--- src/shared/peom_defs.svh ---
// register offsets, field positions and reset values for the error overflow monitor
`ifndef PEOM_DEFS_SVH
`define PEOM_DEFS_SVH

// register byte addresses (word index times four)
`define PEOM_ADDR_CTRL      8'h00
`define PEOM_ADDR_POS_LVL   8'h04
`define PEOM_ADDR_SON_LVL   8'h08
`define PEOM_ADDR_SPD_LIM   8'h0C
`define PEOM_ADDR_STATUS    8'h10
`define PEOM_ADDR_ERROR     8'h14
`define PEOM_ADDR_CLEAR     8'h18

// control fields
`define PEOM_CTRL_POS_MODE  0
`define PEOM_CTRL_SERVO_ON  1

// status fields
`define PEOM_ST_POS_OVF     0
`define PEOM_ST_SON_OVF     1
`define PEOM_ST_SPD_OVF     2
`define PEOM_ST_STOP        3
`define PEOM_ST_LIMITING    4
`define PEOM_ST_SERVO_ON    5

// reset values and ranges of the levels
`define PEOM_LVL_DEFAULT    32'h0050_0000
`define PEOM_LVL_MIN        32'h0000_0001
`define PEOM_LVL_MAX        32'h3FFF_FFFF
`define PEOM_SPD_DEFAULT    16'h2710
`define PEOM_SPD_MAX        16'h2710

// read answer for an unmapped address
`define PEOM_UNMAPPED       32'h0000_0000

`endif

--- src/shared/peom_pkg.sv ---
// types shared by the error overflow monitor
package peom_pkg;

   // one position sample from the host and the encoder
   typedef struct packed {
      logic        ref_valid;
      logic [31:0] ref_delta;
      logic        fb_valid;
      logic [31:0] fb_delta;
   } peom_pos_s;

   // alarm flags
   typedef struct packed {
      logic spd_ovf;
      logic son_ovf;
      logic pos_ovf;
   } peom_alarm_s;

   // servo power sequence
   typedef enum logic [1:0] {
      PEOM_OFF,
      PEOM_CLEARING,
      PEOM_RUN
   } peom_state_e;

endpackage

--- src/hw/peom_monitor.sv ---
// position error overflow monitor: error counter, servo-on sequence, speed cap and alarms
//
// The Avalon-MM slave port and the register addresses are this design's own decisions.
`include "peom_defs.svh"

// Functional notes
// RL1: error counter holds commanded minus actual position
// RL2: monitor acts only in position control
// RL3: error above alarm level raises alarm, stops; the code raises it only while servo on is set
// RL4: host sets level above expected error times margin
// RL5: servo-on with large held error raises alarm
// RL6: servo-on drives residual error toward zero
// RL7: clearing speed capped by servo-on speed limit
// RL8: new references during capped clearing raise alarm; the code raises it only when the error is also above the position alarm level
// RL9: alarms stay set until explicit clear
module peom_monitor
   import peom_pkg::*;
#(
   parameter int ERR_WIDTH = 40
) (
   input wire logic clk_sys,             // system clock, 200 MHz
   input wire logic rst,                 // async reset, active high
   input wire logic [7:0] address,       // avalon byte address
   input wire logic read,                // avalon read
   input wire logic write,               // avalon write
   input wire logic [31:0] writedata,    // avalon write data
   input wire logic [3:0] byteenable,    // avalon byte enables
   output logic [31:0] readdata,         // avalon read data
   output logic waitrequest,             // avalon stall
   input wire peom_pos_s pos_in,         // host reference and encoder deltas
   output logic motor_stop_q,            // stop the motor
   output logic speed_limit_active_q,    // speed cap in force
   output logic [15:0] speed_cap_q,      // cap in mm/s
   output logic signed [31:0] clear_cmd_q, // speed command toward zero error
   output peom_alarm_s alarm_q           // overflow alarms
);
   initial begin
      if (ERR_WIDTH < 33 || ERR_WIDTH > 64) $error("peom_monitor: ERR_WIDTH out of range");
   end

   logic signed [ERR_WIDTH-1:0] err;
   logic [ERR_WIDTH-1:0] err_abs;
   logic [31:0] pos_lvl;
   logic [31:0] son_lvl;
   logic [15:0] spd_lim;
   logic [1:0] ctrl;
   logic alarm_clear;
   logic [31:0] status;
   logic [31:0] rd_int;
   logic wait_int;
   peom_state_e state_q;
   peom_state_e state_d;
   logic servo_on_q;
   logic servo_rise;
   logic pos_mode;
   logic over_pos;
   logic over_son;
   logic set_pos;
   logic set_son;
   logic set_spd;
   logic signed [ERR_WIDTH-1:0] cap_ext;
   logic [31:0] rd_q;
   logic wait_q;
   logic ref_seen_q;

   // two-deep register of the live inputs since they may come from pins
   peom_pos_s pos_s1_q;
   peom_pos_s pos_q;

   // two flops before the counter reads the deltas
   always_ff @(posedge clk_sys or posedge rst) begin
      if (rst) begin
         pos_s1_q <= '0;
         pos_q <= '0;
      end else begin
         pos_s1_q <= pos_in;
         pos_q <= pos_s1_q;
      end
   end

   peom_err_counter #(
      .WIDTH(ERR_WIDTH)
   ) u_cnt (
      .clk_sys(clk_sys),
      .rst(rst),
      .pos(pos_q),
      .err_q(err),
      .err_abs(err_abs)
   );

   peom_avmm_regs u_regs (
      .clk_sys(clk_sys),
      .rst(rst),
      .address(address),
      .read(read),
      .write(write),
      .writedata(writedata),
      .byteenable(byteenable),
      .readdata(rd_int),
      .waitrequest(wait_int),
      .status(status),
      .err_word(err[31:0]),
      .pos_lvl_q(pos_lvl),
      .son_lvl_q(son_lvl),
      .spd_lim_q(spd_lim),
      .ctrl_q(ctrl),
      .clear_q(alarm_clear)
   );

   // bus answer straight from flops: waitrequest drops in the cycle the slave accepts,
   // readdata was registered one edge earlier from the same held address
   always_ff @(posedge clk_sys or posedge rst) begin
      if (rst) begin
         rd_q <= 32'h0000_0000;
         wait_q <= 1'b1;
      end else begin
         rd_q <= rd_int;
         wait_q <= !wait_int;
      end
   end
   assign readdata = rd_q;
   assign waitrequest = wait_q;

   assign pos_mode = ctrl[`PEOM_CTRL_POS_MODE];
   assign servo_rise = ctrl[`PEOM_CTRL_SERVO_ON] && !servo_on_q;

   // strict comparison against the levels, which take effect at once
   assign over_pos = err_abs > ERR_WIDTH'(pos_lvl); // RL3
   assign over_son = err_abs > ERR_WIDTH'(son_lvl); // RL5

   // overflow checks gated by position control
   assign set_pos = pos_mode && ctrl[`PEOM_CTRL_SERVO_ON] && over_pos; // RL2 RL3
   assign set_son = pos_mode && servo_rise && over_son; // RL2 RL5
   // the counter shows a reference one cycle after it arrives, so remember the arrival
   assign set_spd = pos_mode && state_q == PEOM_CLEARING && (pos_q.ref_valid || ref_seen_q) && over_pos; // RL2 RL8

   // reference arrival, one cycle old
   always_ff @(posedge clk_sys or posedge rst) begin
      if (rst) begin
         ref_seen_q <= 1'b0;
      end else begin
         ref_seen_q <= pos_q.ref_valid;
      end
   end

   // servo-on edge tracker
   always_ff @(posedge clk_sys or posedge rst) begin
      if (rst) begin
         servo_on_q <= 1'b0;
      end else begin
         servo_on_q <= ctrl[`PEOM_CTRL_SERVO_ON];
      end
   end

   // power sequence: leave clearing once the residual error is gone
   always_comb begin
      state_d = state_q;
      case (state_q)
         PEOM_OFF: begin
            if (servo_rise) begin
               state_d = (pos_mode && err != '0) ? PEOM_CLEARING : PEOM_RUN; // RL6
            end
         end
         PEOM_CLEARING: begin
            if (!ctrl[`PEOM_CTRL_SERVO_ON]) begin
               state_d = PEOM_OFF;
            end else if (err == '0 || !pos_mode) begin
               state_d = PEOM_RUN;
            end
         end
         PEOM_RUN: begin
            if (!ctrl[`PEOM_CTRL_SERVO_ON]) begin
               state_d = PEOM_OFF;
            end
         end
         default: state_d = PEOM_OFF;
      endcase
   end

   always_ff @(posedge clk_sys or posedge rst) begin
      if (rst) begin
         state_q <= PEOM_OFF;
      end else begin
         state_q <= state_d;
      end
   end

   // sticky alarms; a set in the clearing cycle wins
   always_ff @(posedge clk_sys or posedge rst) begin // RL9
      if (rst) begin
         alarm_q <= '0;
      end else begin
         alarm_q.pos_ovf <= set_pos || (alarm_q.pos_ovf && !alarm_clear); // RL3
         alarm_q.son_ovf <= set_son || (alarm_q.son_ovf && !alarm_clear); // RL5
         alarm_q.spd_ovf <= set_spd || (alarm_q.spd_ovf && !alarm_clear); // RL8
      end
   end

   // stop holds while any alarm stands, and a stop rises in the same cycle as the alarm
   always_ff @(posedge clk_sys or posedge rst) begin
      if (rst) begin
         motor_stop_q <= 1'b0;
      end else begin
         motor_stop_q <= set_pos || set_son || set_spd || ((|alarm_q) && !alarm_clear); // RL3
      end
   end

   assign cap_ext = ERR_WIDTH'(spd_lim);

   // clearing command: the error itself, saturated at the cap while clearing
   always_ff @(posedge clk_sys or posedge rst) begin
      if (rst) begin
         clear_cmd_q <= 32'h0000_0000;
         speed_limit_active_q <= 1'b0;
         speed_cap_q <= 16'h0000;
      end else begin
         speed_limit_active_q <= state_d == PEOM_CLEARING; // RL7
         speed_cap_q <= spd_lim; // RL7
         if (state_d != PEOM_CLEARING || set_pos || set_son || set_spd) begin
            clear_cmd_q <= 32'h0000_0000;
         end else if (err > cap_ext) begin
            clear_cmd_q <= 32'(cap_ext); // RL6 RL7
         end else if (err < -cap_ext) begin
            clear_cmd_q <= 32'(-cap_ext); // RL6 RL7
         end else begin
            clear_cmd_q <= 32'(err); // RL6
         end
      end
   end

   // status word for software
   always_comb begin
      status = 32'h0000_0000;
      status[`PEOM_ST_POS_OVF] = alarm_q.pos_ovf;
      status[`PEOM_ST_SON_OVF] = alarm_q.son_ovf;
      status[`PEOM_ST_SPD_OVF] = alarm_q.spd_ovf;
      status[`PEOM_ST_STOP] = motor_stop_q;
      status[`PEOM_ST_LIMITING] = speed_limit_active_q;
      status[`PEOM_ST_SERVO_ON] = state_q != PEOM_OFF;
   end
endmodule

--- src/hw/peom_err_counter.sv ---
// signed position error accumulator with magnitude output
`include "peom_defs.svh"
module peom_err_counter
   import peom_pkg::*;
#(
   parameter int WIDTH = 40
) (
   input wire logic clk_sys,              // system clock
   input wire logic rst,                  // async reset
   input wire peom_pos_s pos,             // reference and feedback deltas
   output logic signed [WIDTH-1:0] err_q, // error counter
   output logic [WIDTH-1:0] err_abs       // magnitude
);
   initial begin
      if (WIDTH < 33 || WIDTH > 64) $error("peom_err_counter: WIDTH out of range");
   end

   logic signed [WIDTH-1:0] ref_ext;
   logic signed [WIDTH-1:0] fb_ext;

   // deltas sign-extended; an idle side contributes zero
   assign ref_ext = pos.ref_valid ? WIDTH'(signed'(pos.ref_delta)) : '0;
   assign fb_ext = pos.fb_valid ? WIDTH'(signed'(pos.fb_delta)) : '0;

   // commanded minus actual, kept wide so it cannot wrap in practice
   always_ff @(posedge clk_sys or posedge rst) begin // RL1
      if (rst) begin
         err_q <= '0;
      end else begin
         err_q <= err_q + ref_ext - fb_ext;
      end
   end

   assign err_abs = err_q[WIDTH-1] ? WIDTH'(-err_q) : WIDTH'(err_q);
endmodule

--- src/hw/peom_avmm_regs.sv ---
// avalon-mm slave holding the level, limit and control registers
`include "peom_defs.svh"
module peom_avmm_regs
   import peom_pkg::*;
(
   input wire logic clk_sys,             // system clock
   input wire logic rst,                 // async reset
   input wire logic [7:0] address,       // byte address
   input wire logic read,                // read strobe
   input wire logic write,               // write strobe
   input wire logic [31:0] writedata,    // write data
   input wire logic [3:0] byteenable,    // byte lanes
   output logic [31:0] readdata,         // read data
   output logic waitrequest,             // stall
   input wire logic [31:0] status,       // live status
   input wire logic [31:0] err_word,     // live error, low 32 bits
   output logic [31:0] pos_lvl_q,        // position error alarm level
   output logic [31:0] son_lvl_q,        // servo-on error alarm level
   output logic [15:0] spd_lim_q,        // servo-on speed limit
   output logic [1:0] ctrl_q,            // mode and servo on
   output logic clear_q                  // alarm clear pulse
);
   logic ack_q;
   logic [31:0] wmask;
   logic [31:0] wval_pos;
   logic [31:0] wval_son;
   logic [31:0] wval_spd;

   // every access answers on its second cycle: one wait state
   always_ff @(posedge clk_sys or posedge rst) begin
      if (rst) begin
         ack_q <= 1'b0;
      end else begin
         ack_q <= (read || write) && !ack_q;
      end
   end
   assign waitrequest = (read || write) && !ack_q;

   assign wmask = {{8{byteenable[3]}}, {8{byteenable[2]}}, {8{byteenable[1]}}, {8{byteenable[0]}}};
   assign wval_pos = (pos_lvl_q & ~wmask) | (writedata & wmask);
   assign wval_son = (son_lvl_q & ~wmask) | (writedata & wmask);
   assign wval_spd = ({16'h0000, spd_lim_q} & ~wmask) | (writedata & wmask);

   // writes land at the accepting edge; out-of-range levels are clamped, taking effect at once
   always_ff @(posedge clk_sys or posedge rst) begin // RL3 RL5 RL7
      if (rst) begin
         pos_lvl_q <= `PEOM_LVL_DEFAULT;
         son_lvl_q <= `PEOM_LVL_DEFAULT;
         spd_lim_q <= `PEOM_SPD_DEFAULT;
         ctrl_q <= 2'h0;
         clear_q <= 1'b0;
      end else begin
         clear_q <= 1'b0;
         if (write && ack_q) begin
            case (address)
               `PEOM_ADDR_CTRL: begin
                  if (byteenable[0]) ctrl_q <= writedata[1:0];
               end
               `PEOM_ADDR_POS_LVL: begin
                  pos_lvl_q <= (wval_pos == 32'h0000_0000) ? `PEOM_LVL_MIN :
                     (wval_pos > `PEOM_LVL_MAX) ? `PEOM_LVL_MAX : wval_pos;
               end
               `PEOM_ADDR_SON_LVL: begin
                  son_lvl_q <= (wval_son == 32'h0000_0000) ? `PEOM_LVL_MIN :
                     (wval_son > `PEOM_LVL_MAX) ? `PEOM_LVL_MAX : wval_son;
               end
               `PEOM_ADDR_SPD_LIM: begin
                  spd_lim_q <= (wval_spd > 32'(`PEOM_SPD_MAX)) ? `PEOM_SPD_MAX : wval_spd[15:0];
               end
               `PEOM_ADDR_CLEAR: begin
                  clear_q <= byteenable[0] && writedata[0];
               end
               default: begin
               end
            endcase
         end
      end
   end

   // read mux, unmapped reads as zero
   always_comb begin
      case (address)
         `PEOM_ADDR_CTRL: readdata = {30'h0000_0000, ctrl_q};
         `PEOM_ADDR_POS_LVL: readdata = pos_lvl_q;
         `PEOM_ADDR_SON_LVL: readdata = son_lvl_q;
         `PEOM_ADDR_SPD_LIM: readdata = {16'h0000, spd_lim_q};
         `PEOM_ADDR_STATUS: readdata = status;
         `PEOM_ADDR_ERROR: readdata = err_word;
         default: readdata = `PEOM_UNMAPPED;
      endcase
   end
endmodule

--- config.mk ---
export PLATFORM = sky130hd
export DESIGN_NAME = peom_monitor
export DESIGN_NICKNAME = d
export VERILOG_FILES = /design/src/shared/peom_pkg.sv /design/src/hw/peom_monitor.sv /design/src/hw/peom_err_counter.sv /design/src/hw/peom_avmm_regs.sv
export VERILOG_INCLUDE_DIRS = /design/src /design/src/shared
export SDC_FILE = /design/constraint.sdc
export NUM_CORES = 1
export LEC_CHECK = 0
export BUFFER_PORTS_ARGS = -buffer_cell sky130_fd_sc_hd__buf_2
export CAP_MARGIN = 20
export CORE_ASPECT_RATIO = 0.7
export CORE_MARGIN = 1
export CORE_UTILIZATION = 65
export CTS_CLUSTER_DIAMETER = 40
export DETAILED_ROUTE_END_ITERATION = 8
export PLACE_DENSITY = 0.87
export RECOVER_POWER = 50
export REMOVE_ABC_BUFFERS = 1
export SKIP_CTS_REPAIR_TIMING = 1
export SLEW_MARGIN = 30
export SYNTH_ARGS = -nofsm -noshare
export SYNTH_HDL_FRONTEND = slang
export SYNTH_HIERARCHICAL = 1
export SYNTH_SLANG_ARGS = --single-unit
export TNS_END_PERCENT = 5
--- constraint.sdc ---
create_clock -name clk_sys -period 14.3 [get_ports clk_sys]
set_clock_uncertainty 0.15 [all_clocks]
set_input_delay 0.715 -clock clk_sys [delete_from_list [all_inputs] [get_ports clk_sys]]
set_output_delay 0.715 -clock clk_sys [all_outputs]
set_load 0.02 [all_outputs]
==> results of run 1 <==
-- power by group through the flow --
| stage | clock network, mW | registers [mW] | logic, mW |
|---|---|---|---|
| after global placement | 0 | 1.33 | 2.43 |
| after CTS | 1.03 | 1.32 | 2.54 |
| after floorplan | 0 | 1.23 | 1.84 |
| after global routing | 1.06 | 1.34 | 2.88 |
| final | 1.02 | 1.34 | 2.62 |
| after detailed placement | 0 | 1.34 | 2.50 |
-- Yosys cell counts, types with 40 or more instances --
| cell type | count | share of area [%] |
|---|---|---|
| sky130_fd_sc_hd__a21oi_1 | 109 | 2.7 |
| sky130_fd_sc_hd__a22oi_1 | 56 | 2.1 |
| sky130_fd_sc_hd__clkbuf_1 | 51 | 0.95 |
| sky130_fd_sc_hd__dfrtp_1 | 336 | 42 |
| sky130_fd_sc_hd__ha_1 | 162 | 10 |
| sky130_fd_sc_hd__inv_1 | 248 | 4.6 |
| sky130_fd_sc_hd__nand2_1 | 154 | 2.9 |
| sky130_fd_sc_hd__nand3_1 | 44 | 1.1 |
| sky130_fd_sc_hd__nand4_1 | 49 | 1.5 |
| sky130_fd_sc_hd__nor2_1 | 88 | 1.6 |
| sky130_fd_sc_hd__o21a_1 | 40 | 1.5 |
| sky130_fd_sc_hd__o21ai_0 | 51 | 1.3 |
| sky130_fd_sc_hd__o22a_1 | 60 | 2.6 |
| sky130_fd_sc_hd__xnor2_1 | 69 | 3.0 |
-- cell type report --
cell class / instances / area, µm²
inverter: 249 / 937.1
sequential: 346 / 8672
tap: 412 / 515.5
clock inverter: 20 / 217.7
antenna: 1 / 2.502
timing repair buffer: 209 / 1021
multi-input combinational: 1385 / 10370
fill: 2095 / 7463
clock buffer: 51 / 1102
-- metal layers --
layer / up-vias / wire (µm) / share of wire [%] / global-route usage [%]
met3: 162 / 8688 / 14 / 13.24
met4: 0 / 1778 / 2.8 / 12.27
met5: - / 0 / 0 / 0
met1: 8440 / 26900 / 42 / 59.62
met2: 1186 / 26750 / 42 / 58.33
li1: 7618 / - / - / -
-- worst register-to-register path, stage by stage (launching register included) --
cell	delay, ps
sky130_fd_sc_hd__dfrtp_1	540
sky130_fd_sc_hd__or4_4	630
sky130_fd_sc_hd__or3_4	380
sky130_fd_sc_hd__or3_4	420
sky130_fd_sc_hd__nor4_1	410
sky130_fd_sc_hd__nand3_1	310
sky130_fd_sc_hd__o31ai_1	320
sky130_fd_sc_hd__xnor2_1	130
sky130_fd_sc_hd__nor4_1	650
sky130_fd_sc_hd__nand4_1	290
sky130_fd_sc_hd__or4_1	630
sky130_fd_sc_hd__o31a_1	330
sky130_fd_sc_hd__o31ai_4	100
sky130_fd_sc_hd__o211ai_4	340
sky130_fd_sc_hd__a211oi_4	470
sky130_fd_sc_hd__o21a_1	210
-- metrics by stage --
step	instances	worst slack [ps]	util (%)	hold slack [ps]
final	2673	7939	75.37	104.0
after global routing	2672	7719	75.36	94.51
after CTS	2671	8148	75.60	-80.73
after detailed placement	2600	8212	71.25	185.5
after global placement	2600	8347	71.24	181.0
after floorplan	1980	7359	-	181.2
-- cells by family (layout without fill, tap and decap cells) --
logic type / Yosys count / after routing
and+or+nand+nor: 551 / 551
muxes: 9 / 9
DFF: 346 / 346
AOI/OAI and AO/OA: 512 / 512
buffers and inverters: 318 / 529
other: 1 / 27
xor gates and xnor gates: 86 / 86
adders and majority gates: 201 / 201
-- path summary, 6_finish.rpt --
| check | slack [ps] | startpoint | to |
|---|---|---|---|
| worst min register to register | 190 | pos_s1_q[61]$_DFF_PP0_ | pos_q[61]$_DFF_PP0_ |
| max in group asynchronous | 8870 | rst | u_regs/pos_lvl_q[23]$_DFFE_PP0P_ |
| worst min-delay path | 100 | pos_in[1] | pos_s1_q[1]$_DFF_PP0_ |
| worst max register to register | 7940 | u_cnt/err_q[10]$_DFF_PP0_ | clear_cmd_q[18]$_DFF_PP0_ |
| worst max-delay path | 7940 | u_cnt/err_q[10]$_DFF_PP0_ | clear_cmd_q[18]$_DFF_PP0_ |
| min in group asynchronous | 510 | rst | u_regs/spd_lim_q[14]$_DFFE_PP0P_ |
-- registers in the layout (all words and copies together), names as in the netlist, 3 cells and up --
signal / count
pos_q: 66
pos_s1_q: 66
u_regs/spd_lim_q: 16
alarm_q: 3
u_regs/son_lvl_q: 32
speed_cap_q: 16
clear_cmd_q: 32
u_cnt/err_q: 40
u_regs/pos_lvl_q: 32
readdata: 32
-- cells in the final DEF (no fill, tap or decap), drive strengths merged, types with 44 or more instances in the layout --
cell type  instances
inv              252
o22a              60
a21oi            109
nand2            160
nand3             44
clkbuf            93
nor2              88
nand4             49
xnor2             70
o21ai             63
buf              166
dfrtp            336
ha               162
a22oi             56
==> reports/metrics.cfg, run 1 <==
[outcome]
run_status = finished with violations
failed_checks = max-capacitance violations, max-slew violations

[timing]
setup_viol = 0
finalWorstPathRequiredPeriod_ps = 6361
worst_slew_pin_slew_ps = 4607
hold_viol_final = 0
finalMaxSlewViolations = 232
rsz0062_at_grt = no
fmaxAchievable_mhz = 157.2
slew_headroom_pct = -207.2
total_negative_setup_slack_ps = 0
layout_worst_path_cycle_share_pct = 44.48

[layout]
fin_area_mm2 = 0.02284
area_delta_synth_final_pct = 13.18
drive_gt1_share_pct = 12.30
num-nets-final = 2545

[power]
p_leak_nw = 10.62
swShare_pct = 46.26
peakVddDrop_uv = 171.5
power.total_mw = 4.980
power_density_mw_per_mm2 = 218.0
internal-power_mw = 2.676
clockPowerShare_pct = 20.5
seq_power_share_pct = 27.0
comb_power_share_pct = 52.5
switching_power_mw = 2.304

[synth]
postSynthRegisterBits = 346
synth_simple_gate_area_share_pct = 14.37
synth_top_family_by_area = compound AO/OA/AOI/OAI gates
synth_xor_xnor_area_share_pct = 3.825
synth-edff-count = 0
yosys_warnings = 6
yosysSeqAreaShare_pct = 42.96
area_fraction_in_compound_gates_after_synthesis_pct = 18.32
synth_cell_type_count = 88
synthFlopType = sky130_fd_sc_hd__dfrtp_1
synthArstFlopShare_pct = 100.0
post_synth_fa_ha_maj_area_fraction_pct = 13.91
syn-cell-area_mm2 = 0.02018
muxShareOfSynthArea_pct = 0.4464
synthCells = 2024
synthesis.area_per_instance_um2 = 9.971

[min_path]
holdCritPathClass = in2reg
holdPathStages = 1

[floorplanning]
total_die_area_mm2 = 0.03177
design.core.area_mm2 = 0.03031
core.rowCount = 53
floorplan.initialDensity_pct = 66.60
pin_count = 200
die_w_um = 212.6
die_height_um = 149.4

[worst_setup_path]
critical_path.n_buffers_inverters = 0
crit_path_max_fanout = 19
setup.worst_path.end_class = flop
critical_path.startpoint_type = flop
worstRegToRegCells = 15
crit_chain = or4_4, or3_4, or3_4, nor4_1, nand3_1, o31ai_1, xnor2_1, nor4_1, nand4_1, or4_1, o31a_1, o31ai_4, o211ai_4, a211oi_4, o21a_1
critical_path_cell_count = 15
crit_required_ps = 14630
worst_path_max_delay_cell = sky130_fd_sc_hd__nor4_1
worst_ep_arrival_time_ps = 6690
worstSetupPathType = reg2reg
cp_slowest_stage_delay_ps = 650
crit_family = simple AND/OR/NAND/NOR gates

[route]
remaining_drc_errors = 0
finalWirelength_um = 64110
first_iter_violations = 2575
route.vias.total = 17410
number_of_nets_with_antenna_violations_after_detailed_routing = 0
drt_pre_antenna_iters = 8
route.detailed.wl_per_inst_um = 23.99
post_detailed_route_via_to_cell_ratio = 6.512

[clock_network]
cts.clk_slew.worst_paths_ps = 60
clock-root-buffer = sky130_fd_sc_hd__clkbuf_16
clock_tree.htree_level_count = 2
cts_made_buffers = 39
cts.path.max_buffers = 3
tritoncts = built
worstSkewPairLatency_ps = 560
cts_num_sinks = 346

[grt]
first_global_vias = 16950
global_route.overflow_total = 0
largest_net_degree_at_the_start_of_global_routing = 83
groute.usage.overall_pct = 41.00
grt_pass1_wl_um = 98050
initial_antenna_violation_count = 1

[place]
gp_congestion = 1.021
dpl.hpwl_um = 47770
placedInstanceArea_mm2 = 0.02159
buffer_ports.inserted = 199

[flow_run]
cap_viol_max_count = 4

(Power assumes the default switching activity.)
==> run 2: changes to the inputs <==
--- a/config.mk
+++ b/config.mk
@@ -6,14 +6,15 @@
 export SDC_FILE = /design/constraint.sdc
 export NUM_CORES = 1
 export LEC_CHECK = 0
+export ABC_AREA = 1
 export BUFFER_PORTS_ARGS = -buffer_cell sky130_fd_sc_hd__buf_2
 export CAP_MARGIN = 20
 export CORE_ASPECT_RATIO = 0.7
 export CORE_MARGIN = 1
-export CORE_UTILIZATION = 65
+export CORE_UTILIZATION = 61
 export CTS_CLUSTER_DIAMETER = 40
 export DETAILED_ROUTE_END_ITERATION = 8
-export PLACE_DENSITY = 0.87
+export PLACE_DENSITY = 0.81
 export RECOVER_POWER = 50
 export REMOVE_ABC_BUFFERS = 1
 export SKIP_CTS_REPAIR_TIMING = 1
==> constraint.sdc (replaced) <==
create_clock -name clk_sys -period 6.2 [get_ports clk_sys]
set_clock_uncertainty 0.15 [all_clocks]
set_input_delay 0.31 -clock clk_sys [delete_from_list [all_inputs] [get_ports clk_sys]]
set_output_delay 0.31 -clock clk_sys [all_outputs]
set_load 0.02 [all_outputs]
==> run 2 against run 1 <==
Effect of this change: the run still ends with max-capacitance violations, max-slew violations left; non-clock buffer count is 76 higher; sequential power is 130% higher; wire length is 19% higher; fmax is 28% higher; critical path depth is 5 higher; via count is 26% higher; combinational power is 130% higher; final area is 14% higher; synthesized cell count is 50% higher; total power is 130% higher; critical path type unchanged; largest power group unchanged.
==> reports/metrics.cfg, run 2 <==
[worst_setup_path]
worst_path_max_delay_cell = sky130_fd_sc_hd__nand2_1
crit_path_max_fanout = 14  ; -5
critical_path.startpoint_type = flop
crit_family = simple AND/OR/NAND/NOR gates
critPathMostFrequentCell = sky130_fd_sc_hd__nand2_1
setup.worst_path.end_class = flop
worstRegToRegCells = 20  ; +5
crit_required_ps = 6490  ; -8140 ps
cp_slowest_stage_delay_ps = 550  ; -100 ps
crit_chain = inv_1, ha_1, nand3_2, nor3_4, nand3_2, nor3_1, nand3_1, nor4_1, ha_1, nand2_1, nor2_2, a21boi_0, nor2_1, nand2_1, nor2_1, nand3_1, nand2_1, nand2_1, nand3_1, nor2_1
worst_ep_arrival_time_ps = 5240  ; -1450 ps
critical_path.n_buffers_inverters = 1  ; +1
worstSetupPathType = reg2reg
critical_path_cell_count = 20  ; +5

[synth]
post_synth_main_area_contributors = sky130_fd_sc_hd__dfrtp_1 (37%), sky130_fd_sc_hd__nand2_1 (14%), sky130_fd_sc_hd__ha_1 (9.0%)
area_fraction_in_compound_gates_after_synthesis_pct = 8.866  ; -9.5 points
netlist.top_cell.by_area = sky130_fd_sc_hd__dfrtp_1
yosys_warnings = 6  ; unchanged
synthesis.area_per_instance_um2 = 7.451  ; -25%
synth-edff-count = 0  ; unchanged
synthCells = 3032  ; +50%
synth_most_common_cell = sky130_fd_sc_hd__nand2_1
muxShareOfSynthArea_pct = 0.4486  ; +0.0022 points
postSynthRegisterBits = 346  ; unchanged
post_synth_fa_ha_maj_area_fraction_pct = 12.43  ; -1.5 points
syn-cell-area_mm2 = 0.02259  ; +12%
yosysTopAreaCellShare_pct = 37.22  ; -4.4 points
synth_simple_gate_area_share_pct = 26.57  ; +12 points
synth_xor_xnor_area_share_pct = 2.481  ; -1.3 points
synthArstFlopShare_pct = 100.0  ; unchanged
synth_top_family_by_area = simple AND/OR/NAND/NOR gates
synth.cells.most_frequent = sky130_fd_sc_hd__nand2_1 (836), sky130_fd_sc_hd__inv_1 (535), sky130_fd_sc_hd__dfrtp_1 (336)
synth_cell_type_count = 55  ; -38%
synthFlopType = sky130_fd_sc_hd__dfrtp_1
yosysSeqAreaShare_pct = 38.38  ; -4.6 points

[power]
p_leak_nw = 14.82  ; +40%
power_density_mw_per_mm2 = 447.8  ; +110%
power.total_mw = 11.68  ; +130%
peakVddDrop_uv = 326.7  ; +91%

[clock_network]
cts.clk_slew.worst_paths_ps = 60  ; about the same
cts_num_sinks = 346  ; unchanged
worstSkewPairLatency_ps = 560  ; about the same
cts_made_buffers = 43  ; +10%
tritoncts = built
clock_tree.htree_level_count = 2  ; unchanged
clock-root-buffer = sky130_fd_sc_hd__clkbuf_16
cts.path.max_buffers = 3  ; unchanged

[timing]
finalWorstPathRequiredPeriod_ps = 4953  ; -1408 ps
slew_headroom_pct = -168.7  ; +38 points
finalMaxSlewViolations = 208  ; -10%
setup_viol = 0  ; unchanged
worst_slew_pin_slew_ps = 4031  ; -576.2 ps
worst_hold_slack_ps = 35.85  ; -68.16 ps
layout_setup_ws_ps = 1247  ; -6692 ps
layout_worst_path_cycle_share_pct = 79.89  ; +35 points
hold_viol_final = 0  ; unchanged
fmaxAchievable_mhz = 201.9  ; +28%
rsz0062_at_grt = no

[route]
route.vias.total = 21920  ; +26%
post_detailed_route_via_to_cell_ratio = 5.724  ; -12%
route.detailed.wl_per_inst_um = 20.00  ; -17%
first_iter_violations = 3423  ; +33%
finalWirelength_um = 76610  ; +19%
remaining_drc_errors = 0  ; unchanged
drt_pre_antenna_iters = 7  ; -1
number_of_nets_with_antenna_violations_after_detailed_routing = 0  ; unchanged

[place]
dpl.hpwl_um = 56000  ; +17%
buffer_ports.inserted = 199  ; unchanged
gp_congestion = 1.080  ; +5.8%
setup_slack_placement_ps = 1470  ; -6742 ps

[min_path]
holdPathStages = 5  ; +4
holdCritPathClass = in2reg

[floorplanning]
design.core.area_mm2 = 0.03621  ; +19%
total_die_area_mm2 = 0.03782  ; +19%
floorplan.initialDensity_pct = 62.39  ; -4.2 points
die_w_um = 232.0  ; +9.1%
core.rowCount = 58  ; +9.4%
pin_count = 200  ; unchanged
die_height_um = 163.0  ; +9.1%

[grt]
grt_pass1_wl_um = 112400  ; +15%
groute.usage.overall_pct = 39.33  ; -1.7 points
global_route.overflow_total = 0  ; unchanged
first_global_vias = 20110  ; +19%
largest_net_degree_at_the_start_of_global_routing = 129  ; +55%
initial_antenna_violation_count = 1  ; unchanged

[layout]
drive_gt1_share_pct = 11.38  ; -0.92 points
area_delta_synth_final_pct = 15.43
most_common_library_cell_in_the_layout_ignoring_fill_and_taps = sky130_fd_sc_hd__nand2_1
num-nets-final = 3632  ; +43%
reg.largest.list = pos_q (66), pos_s1_q (66), u_cnt/err_q (40)
mostFrequentLayoutCells = sky130_fd_sc_hd__nand2_1 (836), sky130_fd_sc_hd__inv_1 (533), sky130_fd_sc_hd__dfrtp_1 (336), sky130_fd_sc_hd__nor2_1 (323), sky130_fd_sc_hd__buf_2 (176)
utilization_pct = 72.02  ; -3.4 points

[outcome]
failed_checks = max-capacitance violations, max-slew violations
run_status = finished with violations

[flow_run]
cap_viol_max_count = 3  ; -1

## run 2: changes by cell type in the layout (fill, tap and decap cells not counted), moves of 48 or more
cell                            previous run  this run
sky130_fd_sc_hd__nand3_1                  44       104
sky130_fd_sc_hd__xnor2_1                  69         8
sky130_fd_sc_hd__nand2_1                 154       836
sky130_fd_sc_hd__nor2_1                   84       323
sky130_fd_sc_hd__a22oi_1                  56         8
sky130_fd_sc_hd__o22a_1                   60         0
sky130_fd_sc_hd__inv_1                   246       533
sky130_fd_sc_hd__o21ai_0                  51       174
sky130_fd_sc_hd__dlygate4sd3_1             1        73
## run 2: worst paths after layout
| kind | startpoint | to | slack [ps] |
|---|---|---|---|
| worst max-delay path | u_regs/spd_lim_q[0]$_DFFE_PP0P_ | clear_cmd_q[31]$_DFF_PP0_ | 1250 |
| worst min-delay path | writedata[3] | u_regs/spd_lim_q[3]$_DFFE_PP0P_ | 40 |
| worst max register to register | u_regs/spd_lim_q[0]$_DFFE_PP0P_ | clear_cmd_q[31]$_DFF_PP0_ | 1250 |
| worst min register to register | pos_s1_q[9]$_DFF_PP0_ | pos_q[9]$_DFF_PP0_ | 200 |
| max in group asynchronous | rst | u_regs/son_lvl_q[29]$_DFFE_PP0P_ | 1270 |
| min in group asynchronous | rst | u_regs/spd_lim_q[15]$_DFFE_PP0P_ | 340 |
## run 2: logic make-up after synthesis
logic type	Yosys count
and+or+nand+nor	1429
DFF	346
other	1
AOI/OAI and AO/OA	369
adders and majority gates	201
muxes	9
xor gates and xnor gates	64
buffers and inverters	613
## run 2: final cells by class
| class | count | area, µm² |
|---|---|---|
| Multi-Input combinational cell | 2098 | 11580 |
| Fill cell | 2884 | 10130 |
| Sequential cell | 346 | 8671 |
| Inverter | 543 | 2043 |
| Timing Repair Buffer | 285 | 1785 |
| Clock buffer | 49 | 1140 |
| Tap cell | 480 | 600.6 |
| Clock inverter | 28 | 260.3 |
| Antenna cell | 1 | 2.502 |
## run 2: power breakdown
| group | internal, mW | switching (mW) | leakage [nW] |
|---|---|---|---|
| logic | 1.96 | 4.19 | 10.0 |
| clock network | 1.40 | 1.09 | 0.686 |
| registers | 2.50 | 0.542 | 4.14 |
## run 2: worst reg2reg max path: stages, from the launching register on
cell and delay [ps]:
sky130_fd_sc_hd__dfrtp_1 420, sky130_fd_sc_hd__inv_1 140, sky130_fd_sc_hd__ha_1 250, sky130_fd_sc_hd__nand3_2 150, sky130_fd_sc_hd__nor3_4 220, sky130_fd_sc_hd__nand3_2 120, sky130_fd_sc_hd__nor3_1 140, sky130_fd_sc_hd__nand3_1 420
sky130_fd_sc_hd__nor4_1 530, sky130_fd_sc_hd__ha_1 330, sky130_fd_sc_hd__nand2_1 90, sky130_fd_sc_hd__nor2_2 50, sky130_fd_sc_hd__a21boi_0 120, sky130_fd_sc_hd__nor2_1 130, sky130_fd_sc_hd__nand2_1 70, sky130_fd_sc_hd__nor2_1 250
sky130_fd_sc_hd__nand3_1 450, sky130_fd_sc_hd__nand2_1 550, sky130_fd_sc_hd__nand2_1 100, sky130_fd_sc_hd__nand3_1 100, sky130_fd_sc_hd__nor2_1 50
## run 2: stage by stage
stage | TNS, ps | cells | area (µm²)
6_report | 0 | 3830 | 26080
5_1_grt | 0 | 3829 | 26080
4_1_cts | 0 | 3755 | 25380
3_5_place_dp | 0 | 3678 | 23980
3_3_place_gp | 0 | 3678 | 23980
2_1_floorplan | -74280 | 2987 | 22280
## run 2: metal layers
layer / part of all wire (%) / vias to the layer above / GRT usage, %
li1: - / 9952 / -
met1: 40 / 10230 / 55.77
met2: 43 / 1485 / 59.29
met3: 13 / 258 / 9.584
met4: 4.1 / 0 / 12.56
met5: 0 / - / 0
